$ cat config.mk
export PLATFORM = sky130hd
export DESIGN_NAME = umic_modem_irq
export DESIGN_NICKNAME = d
export VERILOG_FILES = /design/src/logic/umic_modem_irq.v
export VERILOG_INCLUDE_DIRS = /design/src /design/src/logic
export SDC_FILE = /design/constraint.sdc
export NUM_CORES = 1
export LEC_CHECK = 0
export BUFFER_PORTS_ARGS = -buffer_cell sky130_fd_sc_hd__buf_2
export CAP_MARGIN = 20
export CORE_MARGIN = 4
export CORE_UTILIZATION = 25
export CTS_CLUSTER_DIAMETER = 40
export DETAILED_ROUTE_END_ITERATION = 8
export PLACE_DENSITY = 0.42
export REMOVE_ABC_BUFFERS = 1
export SETUP_SLACK_MARGIN = 0.4
export SYNTH_ARGS = -nofsm -noshare
export SYNTH_HDL_FRONTEND = slang
export SYNTH_SLANG_ARGS = --single-unit
$ cat constraint.sdc
create_clock -name ref_clk_in -period 5.6 [get_ports ref_clk_in]
set_clock_uncertainty 0.05 [all_clocks]
set_input_delay 1.12 -clock ref_clk_in [delete_from_list [all_inputs] [get_ports ref_clk_in]]
set_output_delay 1.12 -clock ref_clk_in [all_outputs]
set_load 0.02 [all_outputs]
$ cat src/logic/umic_defs.vh
/*
 * Register offsets, field positions, reset values and codes of the modem,
 * interrupt and enhanced-feature control block.
 * Assumes a three-bit register address on the parallel host port.
 */
`ifndef UMIC_DEFS_VH
`define UMIC_DEFS_VH

// =====================================================================
// Register offsets
// =====================================================================
`define UMIC_A_IER 3'h1
`define UMIC_A_IIR_FCR 3'h2
`define UMIC_A_MCR 3'h4
`define UMIC_A_MSR 3'h6
`define UMIC_A_TCR 3'h6
`define UMIC_A_TLR 3'h7
`define UMIC_A_RDY 3'h7

// =====================================================================
// Modem control fields
// =====================================================================
`define UMIC_MCR_DTR 0
`define UMIC_MCR_RTS 1
`define UMIC_MCR_RDY 2
`define UMIC_MCR_OUT 3
`define UMIC_MCR_LOOP 4
`define UMIC_MCR_XANY 5
`define UMIC_MCR_XACC 6
`define UMIC_MCR_DIV4 7

// =====================================================================
// Feature and interrupt enable fields
// =====================================================================
`define UMIC_EFR_WEN 4
`define UMIC_EFR_SPEC 5
`define UMIC_EFR_ARTS 6
`define UMIC_EFR_ACTS 7
`define UMIC_IER_RHR 0
`define UMIC_IER_THR 1
`define UMIC_IER_LSR 2
`define UMIC_IER_MSR 3
`define UMIC_IER_SLEEP 4
`define UMIC_IER_XOFF 5
`define UMIC_IER_RTSI 6
`define UMIC_IER_CTSI 7

// =====================================================================
// Masks of bits guarded by the feature write enable
// =====================================================================
`define UMIC_IER_PROT 8'hF0
`define UMIC_MCR_PROT 8'hE0
`define UMIC_FCR_PROT 8'h30

// =====================================================================
// Reset values
// =====================================================================
`define UMIC_RST_8 8'h00
`define UMIC_RST_MSR 4'h0

// =====================================================================
// Interrupt identification codes, bits 5:0
// =====================================================================
`define UMIC_ID_LSR 6'h06
`define UMIC_ID_TMO 6'h0C
`define UMIC_ID_RHR 6'h04
`define UMIC_ID_THR 6'h02
`define UMIC_ID_MDM 6'h00
`define UMIC_ID_XOF 6'h10
`define UMIC_ID_RC 6'h20

// =====================================================================
// Timing
// =====================================================================
`define UMIC_DIV4_COUNT 2'h3
`define UMIC_LEVEL_STEP 2

`endif

$ cat src/logic/umic_modem_irq.v
/*
 * Per-channel modem control, modem status, interrupt enable, interrupt
 * identification and enhanced feature logic of a UART channel.
 * Assumes a synchronous host port (one-cycle read and write strobes on
 * ref_clk_in), a line-control decoder outside that raises efr_sel_in
 * while the feature register page is selected, and the FIFO data path
 * outside, which reports levels, characters and service events.
 */
`timescale 1ns/100ps
`include "umic_defs.vh"

module umic_modem_irq
#(
	parameter LEVEL_W = 7
)
(
	// Clock and reset
	input wire ref_clk_in,
	input wire rst_b_in,
	// Host register port
	input wire [2:0] host_addr_in,
	input wire [7:0] host_wdata_in,
	input wire host_wr_in,
	input wire host_rd_in,
	input wire efr_sel_in,
	output reg [7:0] host_rdata_out,
	// Modem lines, active low
	input wire cts_b_in,
	input wire dsr_b_in,
	input wire ri_b_in,
	input wire cd_b_in,
	output reg dtr_b_out,
	output reg rts_b_out,
	output reg general_output_pin_b_out,
	// Interrupt pin with enable
	output reg irq_out,
	output reg irq_oe_out,
	// Serial path
	input wire rx_pin_in,
	input wire tx_serial_in,
	output reg tx_pin_out,
	output reg rx_serial_out,
	// Data path status and events
	input wire rx_line_err_in,
	input wire rx_timeout_in,
	input wire rx_data_ready_in,
	input wire thr_empty_in,
	input wire xoff_rcvd_in,
	input wire rx_char_valid_in,
	input wire [7:0] rx_char_in,
	input wire [7:0] xoff2_char_in,
	input wire [LEVEL_W-1:0] rx_level_in,
	input wire [7:0] fifo_rdy_in,
	// Control toward data path
	output reg baud_tick_out,
	output reg tx_halt_out,
	output reg sleep_en_out,
	output reg xon_any_out,
	output reg [3:0] sw_flow_mode_out,
	output reg fifo_en_out,
	output reg [1:0] tx_trig_sel_out,
	output reg [7:0] trigger_level_out
);

	// =================================================================
	// Registers
	// =================================================================
	reg [7:0] modem_control_reg_r;
	reg [7:0] irq_enable_reg_r;
	reg [7:0] feature_enable_reg_r;
	reg [7:0] flow_threshold_reg_r;
	reg [3:0] msr_delta_r;
	reg [3:0] msr_prev_r;
	reg fcr_en_r;
	reg [1:0] fcr_trig_r;
	reg [7:0] tlr_r;
	reg [3:0] s1_r;
	reg [3:0] s2_r;
	reg [3:0] s3_r;
	reg [3:0] line_r;
	reg rx1_r;
	reg rx2_r;
	reg rx3_r;
	reg rx_line_r;
	reg thr_irq_r;
	reg thr_prev_r;
	reg xoff_irq_r;
	reg spec_irq_r;
	reg rc_irq_r;
	reg rts_halt_r;
	reg rts_halt_nxt;
	reg [1:0] div_r;

	// =================================================================
	// Decode
	// =================================================================
	wire loop = modem_control_reg_r[`UMIC_MCR_LOOP];
	wire wen = feature_enable_reg_r[`UMIC_EFR_WEN];
	wire xacc = modem_control_reg_r[`UMIC_MCR_XACC] & wen;
	wire wr_ier = host_wr_in & ~efr_sel_in & (host_addr_in == `UMIC_A_IER);
	wire wr_fcr = host_wr_in & ~efr_sel_in &
		(host_addr_in == `UMIC_A_IIR_FCR);
	wire wr_efr = host_wr_in & efr_sel_in &
		(host_addr_in == `UMIC_A_IIR_FCR);
	wire wr_mcr = host_wr_in & (host_addr_in == `UMIC_A_MCR);
	wire wr_tcr = host_wr_in & xacc & (host_addr_in == `UMIC_A_TCR);
	wire wr_tlr = host_wr_in & xacc & (host_addr_in == `UMIC_A_TLR);
	wire rd_msr = host_rd_in & ~xacc & (host_addr_in == `UMIC_A_MSR);
	wire rd_iir = host_rd_in & ~efr_sel_in &
		(host_addr_in == `UMIC_A_IIR_FCR);

	// =================================================================
	// Modem status sources: cts, dsr, ri, cd, all active high
	// =================================================================
	wire [3:0] msr_src = loop ?
		{modem_control_reg_r[`UMIC_MCR_OUT],
		modem_control_reg_r[`UMIC_MCR_RDY],
		modem_control_reg_r[`UMIC_MCR_DTR],
		modem_control_reg_r[`UMIC_MCR_RTS]} : ~line_r;
	wire [3:0] msr_chg = msr_src ^ msr_prev_r;
	// Ring pin low-to-high, or control bit 2 rising in loopback
	wire ri_set = loop ? (msr_src[2] & ~msr_prev_r[2]) :
		(~msr_src[2] & msr_prev_r[2]);
	wire [3:0] msr_set = {msr_chg[3], ri_set, msr_chg[1],
		msr_chg[0]};
	wire [7:0] msr_value = {msr_src, msr_delta_r};

	// =================================================================
	// Interrupt priority encoder
	// =================================================================
	wire en_lsr = irq_enable_reg_r[`UMIC_IER_LSR] & rx_line_err_in;
	wire en_tmo = irq_enable_reg_r[`UMIC_IER_RHR] & rx_timeout_in;
	wire en_rhr = irq_enable_reg_r[`UMIC_IER_RHR] & rx_data_ready_in;
	wire en_thr = irq_enable_reg_r[`UMIC_IER_THR] & thr_irq_r;
	wire en_mdm = irq_enable_reg_r[`UMIC_IER_MSR] & (|msr_delta_r);
	wire en_xof = irq_enable_reg_r[`UMIC_IER_XOFF] &
		(xoff_irq_r | spec_irq_r);
	wire en_rc = rc_irq_r;
	wire pending = en_lsr | en_tmo | en_rhr | en_thr | en_mdm |
		en_xof | en_rc;
	reg [5:0] iir_code;

	always @*
	begin
		// Highest priority wins; lower ones show once it is serviced
		if (en_lsr)
			iir_code = `UMIC_ID_LSR;
		else if (en_tmo)
			iir_code = `UMIC_ID_TMO;
		else if (en_rhr)
			iir_code = `UMIC_ID_RHR;
		else if (en_thr)
			iir_code = `UMIC_ID_THR;
		else if (en_mdm)
			iir_code = `UMIC_ID_MDM;
		else if (en_xof)
			iir_code = `UMIC_ID_XOF;
		else if (en_rc)
			iir_code = `UMIC_ID_RC;
		else
			iir_code = `UMIC_ID_MDM;
	end

	wire [7:0] iir_value = {fcr_en_r, fcr_en_r, iir_code[5:1],
		~pending};
	wire rep_thr = rd_iir & (iir_code == `UMIC_ID_THR) & pending;
	wire rep_xof = rd_iir & (iir_code == `UMIC_ID_XOF) & pending;
	wire rep_rc = rd_iir & (iir_code == `UMIC_ID_RC) & pending;

	// =================================================================
	// Flow control levels, in units of four characters
	// =================================================================
	wire [LEVEL_W-1:0] halt_lvl =
		{{(LEVEL_W-6){1'b0}}, flow_threshold_reg_r[3:0], 2'b00};
	wire [LEVEL_W-1:0] resume_lvl =
		{{(LEVEL_W-6){1'b0}}, flow_threshold_reg_r[7:4], 2'b00};
	wire spec_hit = feature_enable_reg_r[`UMIC_EFR_SPEC] &
		rx_char_valid_in & (rx_char_in == xoff2_char_in);

	// =================================================================
	// Read data mux
	// =================================================================
	reg [7:0] rd_mux;

	always @*
	begin
		rd_mux = 8'h00;
		case (host_addr_in)
		`UMIC_A_IER:
			rd_mux = irq_enable_reg_r;
		`UMIC_A_IIR_FCR:
			rd_mux = efr_sel_in ? feature_enable_reg_r : iir_value;
		`UMIC_A_MCR:
			rd_mux = modem_control_reg_r;
		`UMIC_A_MSR:
			rd_mux = xacc ? flow_threshold_reg_r : msr_value;
		`UMIC_A_TLR:
			if (xacc)
				rd_mux = tlr_r;
			else if (modem_control_reg_r[`UMIC_MCR_RDY] & ~loop)
				rd_mux = fifo_rdy_in;
			else
				rd_mux = 8'h00;
		default:
			rd_mux = 8'h00;
		endcase
	end

	// =================================================================
	// Pin synchronisers, three stages, change taken when 2 and 3 agree
	// =================================================================
	always @(posedge ref_clk_in or negedge rst_b_in)
	begin
		if (!rst_b_in)
		begin
			s1_r <= 4'hF;
			s2_r <= 4'hF;
			s3_r <= 4'hF;
			line_r <= 4'hF;
			rx1_r <= 1'b1;
			rx2_r <= 1'b1;
			rx3_r <= 1'b1;
			rx_line_r <= 1'b1;
		end
		else
		begin
			s1_r <= {cd_b_in, ri_b_in, dsr_b_in, cts_b_in};
			s2_r <= s1_r;
			s3_r <= s2_r;
			if (s2_r == s3_r)
				line_r <= s3_r;
			rx1_r <= rx_pin_in;
			rx2_r <= rx1_r;
			rx3_r <= rx2_r;
			if (rx2_r == rx3_r)
				rx_line_r <= rx3_r;
		end
	end

	// =================================================================
	// Register writes
	// =================================================================
	always @(posedge ref_clk_in or negedge rst_b_in)
	begin
		if (!rst_b_in)
		begin
			modem_control_reg_r <= `UMIC_RST_8;
			irq_enable_reg_r <= `UMIC_RST_8;
			feature_enable_reg_r <= `UMIC_RST_8;
			flow_threshold_reg_r <= `UMIC_RST_8;
			tlr_r <= `UMIC_RST_8;
			fcr_en_r <= 1'b0;
			fcr_trig_r <= 2'b00;
		end
		else
		begin
			if (wr_mcr)
				modem_control_reg_r <= wen ? host_wdata_in :
					((host_wdata_in & ~`UMIC_MCR_PROT) |
					(modem_control_reg_r & `UMIC_MCR_PROT));
			if (wr_ier)
				irq_enable_reg_r <= wen ? host_wdata_in :
					((host_wdata_in & ~`UMIC_IER_PROT) |
					(irq_enable_reg_r & `UMIC_IER_PROT));
			if (wr_fcr)
			begin
				fcr_en_r <= host_wdata_in[0];
				if (wen)
					fcr_trig_r <= host_wdata_in[5:4];
			end
			if (wr_efr)
				feature_enable_reg_r <= host_wdata_in;
			if (wr_tcr)
				flow_threshold_reg_r <= host_wdata_in;
			if (wr_tlr)
				tlr_r <= host_wdata_in;
		end
	end

	// =================================================================
	// Modem status deltas and interrupt flags; a set beats a clear
	// =================================================================
	always @(posedge ref_clk_in or negedge rst_b_in)
	begin
		if (!rst_b_in)
		begin
			msr_delta_r <= `UMIC_RST_MSR;
			msr_prev_r <= `UMIC_RST_MSR;
			thr_irq_r <= 1'b0;
			thr_prev_r <= 1'b0;
			xoff_irq_r <= 1'b0;
			spec_irq_r <= 1'b0;
			rc_irq_r <= 1'b0;
		end
		else
		begin
			msr_prev_r <= msr_src;
			msr_delta_r <= (rd_msr ? 4'h0 : msr_delta_r) |
				msr_set;
			thr_prev_r <= thr_empty_in;
			if (thr_empty_in & ~thr_prev_r)
				thr_irq_r <= 1'b1;
			else if (rep_thr | ~thr_empty_in)
				thr_irq_r <= 1'b0;
			if (xoff_rcvd_in)
				xoff_irq_r <= 1'b1;
			else if (rep_xof)
				xoff_irq_r <= 1'b0;
			if (spec_hit)
				spec_irq_r <= 1'b1;
			else if (rep_xof)
				spec_irq_r <= 1'b0;
			if ((irq_enable_reg_r[`UMIC_IER_CTSI] & msr_chg[0] &
				~msr_src[0]) |
				(irq_enable_reg_r[`UMIC_IER_RTSI] & rts_halt_nxt &
				~rts_halt_r))
				rc_irq_r <= 1'b1;
			else if (rep_rc)
				rc_irq_r <= 1'b0;
		end
	end

	// =================================================================
	// Auto RTS hysteresis and prescaler
	// =================================================================
	always @*
	begin
		rts_halt_nxt = rts_halt_r;
		if (!feature_enable_reg_r[`UMIC_EFR_ARTS])
			rts_halt_nxt = 1'b0;
		else if (rx_level_in >= halt_lvl)
			rts_halt_nxt = 1'b1;
		else if (rx_level_in <= resume_lvl)
			rts_halt_nxt = 1'b0;
	end

	always @(posedge ref_clk_in or negedge rst_b_in)
	begin
		if (!rst_b_in)
		begin
			rts_halt_r <= 1'b0;
			div_r <= 2'b00;
		end
		else
		begin
			rts_halt_r <= rts_halt_nxt;
			if (!modem_control_reg_r[`UMIC_MCR_DIV4] |
				(div_r == `UMIC_DIV4_COUNT))
				div_r <= 2'b00;
			else
				div_r <= div_r + 2'b01;
		end
	end

	// =================================================================
	// Registered outputs
	// =================================================================
	always @(posedge ref_clk_in or negedge rst_b_in)
	begin
		if (!rst_b_in)
		begin
			host_rdata_out <= 8'h00;
			dtr_b_out <= 1'b1;
			rts_b_out <= 1'b1;
			general_output_pin_b_out <= 1'b1;
			irq_out <= 1'b0;
			irq_oe_out <= 1'b0;
			tx_pin_out <= 1'b1;
			rx_serial_out <= 1'b1;
			baud_tick_out <= 1'b0;
			tx_halt_out <= 1'b0;
			sleep_en_out <= 1'b0;
			xon_any_out <= 1'b0;
			sw_flow_mode_out <= 4'h0;
			fifo_en_out <= 1'b0;
			tx_trig_sel_out <= 2'b00;
			trigger_level_out <= 8'h00;
		end
		else
		begin
			if (host_rd_in)
				host_rdata_out <= rd_mux;
			// In loopback the DTR and RTS pins rest inactive
			dtr_b_out <= loop |
				~modem_control_reg_r[`UMIC_MCR_DTR];
			if (loop)
				rts_b_out <= 1'b1;
			else if (feature_enable_reg_r[`UMIC_EFR_ARTS])
				rts_b_out <= rts_halt_nxt;
			else
				rts_b_out <= ~modem_control_reg_r[`UMIC_MCR_RTS];
			general_output_pin_b_out <=
				~modem_control_reg_r[`UMIC_MCR_OUT];
			irq_oe_out <= modem_control_reg_r[`UMIC_MCR_OUT];
			irq_out <= pending &
				modem_control_reg_r[`UMIC_MCR_OUT];
			tx_pin_out <= loop | tx_serial_in;
			rx_serial_out <= loop ? tx_serial_in : rx_line_r;
			baud_tick_out <= (div_r == 2'b00);
			tx_halt_out <= feature_enable_reg_r[`UMIC_EFR_ACTS] &
				~msr_src[0];
			sleep_en_out <= irq_enable_reg_r[`UMIC_IER_SLEEP];
			xon_any_out <= modem_control_reg_r[`UMIC_MCR_XANY];
			sw_flow_mode_out <= feature_enable_reg_r[3:0];
			fifo_en_out <= fcr_en_r;
			tx_trig_sel_out <= fcr_trig_r;
			trigger_level_out <= tlr_r;
		end
	end

endmodule

After elaboration in Yosys (flattened, before gate mapping)
Index checks and enable logic that the tools add are counted.
{"block": "totals", "reg_bits": 113, "output_inout_bits": 34}
{"block": "classes", "n_addsub": 1, "n_lt_le_gt_ge": 2, "eq_ne": 12, "muxes": 31, "bitwise_logic": 68, "n_reduce_logical": 8}
{"cell": "2-to-1 mux 8 bit", "count": 6}
{"cell": "2-to-1 mux 6 bit", "count": 7}
{"cell": "one-hot mux 8 bit (5 select lines)", "count": 1}
{"cell": "AND 1 bit", "count": 38}
{"cell": "2-to-1 mux 1 bit", "count": 14}
{"cell": "inverter 1 bit", "count": 13}
{"cell": "OR 1 bit", "count": 12}
{"cell": "== test 3 bit, second input constant", "count": 3}
{"cell": "== test 8 bit", "count": 1}
{"cell": "2-to-1 mux 4 bit", "count": 2}
{"cell": "OR 4 x 8 -> 8 bit", "count": 1}
{"cell": "OR 5 x 8 -> 8 bit", "count": 1}
{"cell": "nonzero test 2 bit", "count": 4}
{"cell": "greater-or-equal comparator 7 x 6 -> 1 bit", "count": 1}
{"cell": "less-or-equal comparator 7 x 6 -> 1 bit", "count": 1}
{"cell": "== test 6 x 2 -> 1 bit, second input constant", "count": 1}
{"cell": "== test 6 x 5 -> 1 bit, second input constant", "count": 1}
{"cell": "== test 6 bit, second input constant", "count": 1}
{"cell": "== test 4 bit", "count": 1}
{"cell": "inverter 4 bit", "count": 1}
{"cell": "OR 4 bit", "count": 1}
{"cell": "OR reduction 4 bit", "count": 1}
{"cell": "bitwise XOR 4 bit", "count": 1}
{"cell": "== test 3 x 1 -> 1 bit, second input constant", "count": 1}
{"cell": "other kinds (8)", "count": 8}

Logic depth before layout (Yosys ltp)
{"block": "logic_depth", "word_depth": 14, "ltp_mapped": 8}

Least setup slack after synthesis
No wires, ideal clock.
{"block": "synth_timing", "path_kind": "input to register", "from": "input rx_level_in[3]", "to": "register rc_irq_r, in the netlist en_rc", "setup_time_ns": 0.132, "arrival_time_ns": 2.499, "t_required_ns": 5.418, "setup_slack_ns": 2.919, "cell_stages": 6, "path_buffers": 0, "cell_sequence": "ha_1 nor2b_1 a311o_1 a21o_1 a2111oi_4 o31ai_1"}
{"block": "synth_between", "elab_chain_len": 8, "elab_cells_between_ends": 10, "classes_between": "order compare (2); mux (4); bitwise (3); reduce/logical (1)"}
{"item": "start: declaration", "line_no": "umic_modem_irq.v:52", "source": "input wire [LEVEL_W-1:0] rx_level_in,"}
{"item": "less-or-equal comparator 7 x 6 -> 1 bit", "line_no": "umic_modem_irq.v:333", "source": "else if (rx_level_in <= resume_lvl)"}
{"item": "2-to-1 mux 1 bit", "line_no": "umic_modem_irq.v:333"}
{"item": "2-to-1 mux 1 bit (*)", "line_no": "umic_modem_irq.v:331", "source": "else if (rx_level_in >= halt_lvl)"}
{"item": "2-to-1 mux 1 bit (*)", "line_no": "umic_modem_irq.v:329", "source": "if (!feature_enable_reg_r[`UMIC_EFR_ARTS])"}
{"item": "AND 1 bit (*) (2 in a row)", "line_no": "umic_modem_irq.v:315", "source": "(irq_enable_reg_r[`UMIC_IER_RTSI] & rts_halt_nxt &"}
{"item": "OR 1 bit (*)", "line_no": "umic_modem_irq.v:313", "source": "if ((irq_enable_reg_r[`UMIC_IER_CTSI] & msr_chg[0] &"}
{"item": "2-to-1 mux 1 bit or nonzero test 2 bit (tied branches)"}
{"item": "end signal: assignment", "line_no": "umic_modem_irq.v:293", "source": "rc_irq_r <= 1'b0;"}
{"item": "end signal: assignment", "line_no": "umic_modem_irq.v:317", "source": "rc_irq_r <= 1'b1;"}
{"item": "end signal: assignment", "line_no": "umic_modem_irq.v:319", "source": "rc_irq_r <= 1'b0;"}
{"item": "end: declaration", "line_no": "umic_modem_irq.v:89", "source": "reg rc_irq_r;"}
Every way passes the cells marked *; elsewhere a longest branch is shown, timed or not.
A chain may end at the register's enable or synchronous reset.

Worst setup path after layout
{"block": "layout_timing", "from": "register modem_control_reg_r[4]", "to": "register rc_irq_r, in the netlist en_rc"}
{"block": "layout_between", "elab_chain_len": 6, "elab_cells_between_ends": 8, "classes_between": "mux (2); bitwise (5); reduce/logical (1)"}
{"item": "start: declaration", "line_no": "umic_modem_irq.v:68", "source": "reg [7:0] modem_control_reg_r;"}
{"item": "start signal: assignment", "line_no": "umic_modem_irq.v:247", "source": "modem_control_reg_r <= `UMIC_RST_8;"}
{"item": "start signal: assignment", "line_no": "umic_modem_irq.v:258", "source": "modem_control_reg_r <= wen ? host_wdata_in :"}
{"item": "2-to-1 mux 4 bit (*)", "line_no": "umic_modem_irq.v:115", "source": "wire [3:0] msr_src = loop ?"}
{"item": "via msr_src[0]", "line_no": "umic_modem_irq.v:115"}
{"item": "bitwise XOR 4 bit", "line_no": "umic_modem_irq.v:120", "source": "wire [3:0] msr_chg = msr_src ^ msr_prev_r;"}
{"item": "AND 1 bit", "line_no": "umic_modem_irq.v:313"}
{"item": "AND 1 bit (*)", "line_no": "umic_modem_irq.v:313"}
{"item": "OR 1 bit (*)", "line_no": "umic_modem_irq.v:313"}
{"item": "2-to-1 mux 1 bit or nonzero test 2 bit (tied branches)"}
The timed path passes the listed nets; every way through them passes the cells marked *.

==> results.cfg <==
[setup_path]
timing.reg2reg.setup_slack_ns = 2.97
setup.worst_path.start_class = register
endpoint_kind = register
critPathKind = register to register
critical_path.slowest_cell = sky130_fd_sc_hd__mux2i_1
crit_chain = clkinv_1 -> mux2i_1 -> o22ai_1 -> a21oi_1 -> o31ai_1
critical_path_s_largest_stage_delay_ns = 0.70
required_time_of_the_critical_path_ns = 5.83
worstPathMaxFanout = 12
worst_path_dominant_cell_family = multiplexers
timing.critical_path.arrival_ns = 2.86
cp.buffers_inverters = 1

[logic_synthesis]
synth-seq-area-share = 0.585
synth.cell_area_um2 = 4880
asyncSetResetFlopFracSynth = 1.00
ys.flop_type = sky130_fd_sc_hd__dfrtp_1
netlist.area_leader.share = 0.451
yosysWarnings = 0
synth_edf_count = 0
number_of_distinct_library_cells_after_synthesis = 59
postSynthRegisterBits = 113
synthesized_instance_count = 413
postSynthAreaPerCell_um2 = 11.8
post-synth-top-area-cell = sky130_fd_sc_hd__dfrtp_1
yosysMostFrequentCell = sky130_fd_sc_hd__dfrtp_1
synth_top_cells_by_area = sky130_fd_sc_hd__dfrtp_1 (45%), sky130_fd_sc_hd__dfstp_2 (13%), sky130_fd_sc_hd__mux2_2 (7.6%)
netlist_top_cells_count = sky130_fd_sc_hd__dfrtp_1 (88), sky130_fd_sc_hd__nand2_1 (55), sky130_fd_sc_hd__mux2_2 (33)

[pwr]
swShare = 0.290
internal_power_mw = 1.95
leakage_nw = 2.89
power_density_nw_per_um2 = 439
design_power_total_mw = 2.75
portion_of_total_power_attributed_to_combinational_logic = 0.175
irDropWorstVdd_mv = 0.207
part_of_the_power_in_the_clock_network = 0.423
share_seq_of_total_power = 0.402
net-switching-power_mw = 0.795

[final_layout]
layout_cells_sized_above_1 = 0.362
insertedDiodeCount = 0
finish.cell_count_without_fillers = 787
nNetsFinal = 583
fill_cell_instance_count_of_the_final_layout = 1915
syn2layout_area_growth_pct = 28.1

[cts]
tritoncts = built
ctsHoldBuffers = 0
postCtsSetupBuffers = 0
post_cts_resize_count = 0
cts_made_buffers = 17
h_tree_levels = 4
clk_root_buffer_cell = sky130_fd_sc_hd__clkbuf_16
cts_max_path_buffers = 2
clkTransAtPathRegs_ns = 0.06
numClockSinks = 113
clock_latency_on_the_worst_skew_pair_ns = 0.42

[route]
drt_pre_antenna_iters = 6
viasPerCell = 4.57
highest-signal-layer = met4
route.detailed.drc = 0
routed_wirelength_mm = 14.5
wl_met1_mm = 6.76
routed-wl-met3_um = 857
avgRoutedWirePerCell_um = 18.5
ant_nets = 0
violation_count_after_the_first_detailed_route_iteration = 215
routed-wl-met2_mm = 6.62
routed-via-count = 3600

[floorplanning]
initial_cell_density_of_the_core = 0.258
design.portCount = 93
die_x_um = 148
design.die.area_um2 = 21800
floorplan.die.height_um = 148
core_area_um2 = 19000
placement_rows = 50

[timing]
max_fclk_mhz = 380
maxSlewHeadroom = 0.384
drv_slew = 0
grt_setup_unrepaired = false
fin_crit_sh = 0.470
final.min_clock_period_ns = 2.63
timing_worst_slew_pin_value_ns = 0.924
endpoints_failing_hold = 0
final.setup.tns_ns = 0
setup_viol = 0

[placed_design]
gp_routability_congestion = 0.837
dp_hpwl_mm = 10.8
numPortBuffers = 92
placed_cells = 755

[grt]
number_of_antenna_violations_at_the_first_check_in_global_routing = 0
grt_remaining_overflow = 0
vias_in_the_first_global_route = 3878
grtUsageTotal = 0.137
grt_max_degree = 72
grt_first_pass_wirelength_mm = 22.6

[flow_run]
drv_cap = 0

[min_path]
timing.hold.worst.class = register to register

[status]
result_of_the_run = finished clean
-- path summary, 6_finish.rpt --
kind	from	endpoint	cells after the start
max	modem_control_reg_r[4]$_DFFE_PN0P_	en_rc$_DFFE_PN0P_	5
min	s1_r[2]$_DFF_PN1_	s2_r[2]$_DFF_PN1_	0
max reg2reg	modem_control_reg_r[4]$_DFFE_PN0P_	en_rc$_DFFE_PN0P_	5
min reg2reg	s1_r[2]$_DFF_PN1_	s2_r[2]$_DFF_PN1_	0
max in group asynchronous	rst_b_in	host_rdata_out[0]$_DFFE_PN0P_	2
min in group asynchronous	rst_b_in	rts_halt_r$_DFF_PN0_	1
-- registers in the layout (all words and copies together) (netlist names), 8 cells and up --
name                  flops
feature_enable_reg_r      8
tlr_r                     8
trigger_level_out         8
irq_enable_reg_r          8
flow_threshold_reg_r      8
host_rdata_out            8
modem_control_reg_r       8
-- logic make-up after synthesis --
logic type	synth area share
AO/OA/AOI/OAI	0.120
flip-flops	0.585
buffers and inverters	0.0287
AND/OR/NAND/NOR	0.119
multiplexers	0.0904
adder cells (fa/ha/maj)	0.0277
XOR/XNOR	0.0287
-- worst register-to-register path: cells and delay by family, from the launching register on --
family / cells / cell delay, ns
flops: 1 / 0.68
compound gates: 3 / 0.61
mux: 1 / 0.70
buf+inv: 1 / 0.46
-- metal layers --
metal | vias to the layer above | global-route usage
met5 | - | 0
met4 | 0 | 0.0536
met3 | 25 | 0.0368
met2 | 122 | 0.214
met1 | 1784 | 0.182
li1 | 1669 | -
-- power by group through the flow --
stage               Combinational [mW]  Clock [mW]  Sequential, mW
floorplan                        0.250           0            1.12
CTS                              0.487        1.19            1.11
global placement                 0.478           0            1.12
detailed placement               0.484           0            1.12
global route                     0.530        1.22            1.13
finish                           0.480        1.16            1.10
-- per-stage QoR --
step	util	hold WS [ns]	setup slack (ns)	instance area (um2)
floorplan	-	0.295	2.92	4830
global placement	0.297	0.296	2.71	5620
detailed placement	0.297	0.297	2.68	5620
CTS	0.330	0.305	3.02	6260
global route	0.330	0.312	2.84	6260
finish	0.330	0.305	2.97	6260
-- placed cells by master (no fill, tap or decap), types with 4 or more instances in the layout --
cell	instances
sky130_fd_sc_hd__a31oi_1	4
sky130_fd_sc_hd__ha_1	10
sky130_fd_sc_hd__dfrtp_1	88
sky130_fd_sc_hd__mux2i_1	7
sky130_fd_sc_hd__nand2_1	55
sky130_fd_sc_hd__nor2_1	7
sky130_fd_sc_hd__buf_2	91
sky130_fd_sc_hd__a22oi_1	9
sky130_fd_sc_hd__dfstp_2	25
sky130_fd_sc_hd__mux2_2	33
sky130_fd_sc_hd__nor2b_1	14
sky130_fd_sc_hd__o22ai_1	8
sky130_fd_sc_hd__nand3_1	9
sky130_fd_sc_hd__o21ai_0	18
sky130_fd_sc_hd__xnor2_1	7
sky130_fd_sc_hd__xor2_1	9
sky130_fd_sc_hd__a21oi_1	16
sky130_fd_sc_hd__inv_1	21
sky130_fd_sc_hd__clkbuf_16	17
sky130_fd_sc_hd__bufinv_16	4
-- layout make-up --
| type | instances | area, um2 | area share |
|---|---|---|---|
| clock buffer | 20 | 457 | 0.0730 |
| sequential | 113 | 2860 | 0.457 |
| timing repair buffer | 93 | 470 | 0.0752 |
| multi-input combinational | 267 | 1890 | 0.301 |
| inverter | 22 | 82.6 | 0.0132 |
| clock inverter | 12 | 179 | 0.0286 |
| tap | 260 | 325 | 0.0520 |
Power figures use the tool's default switching activity.
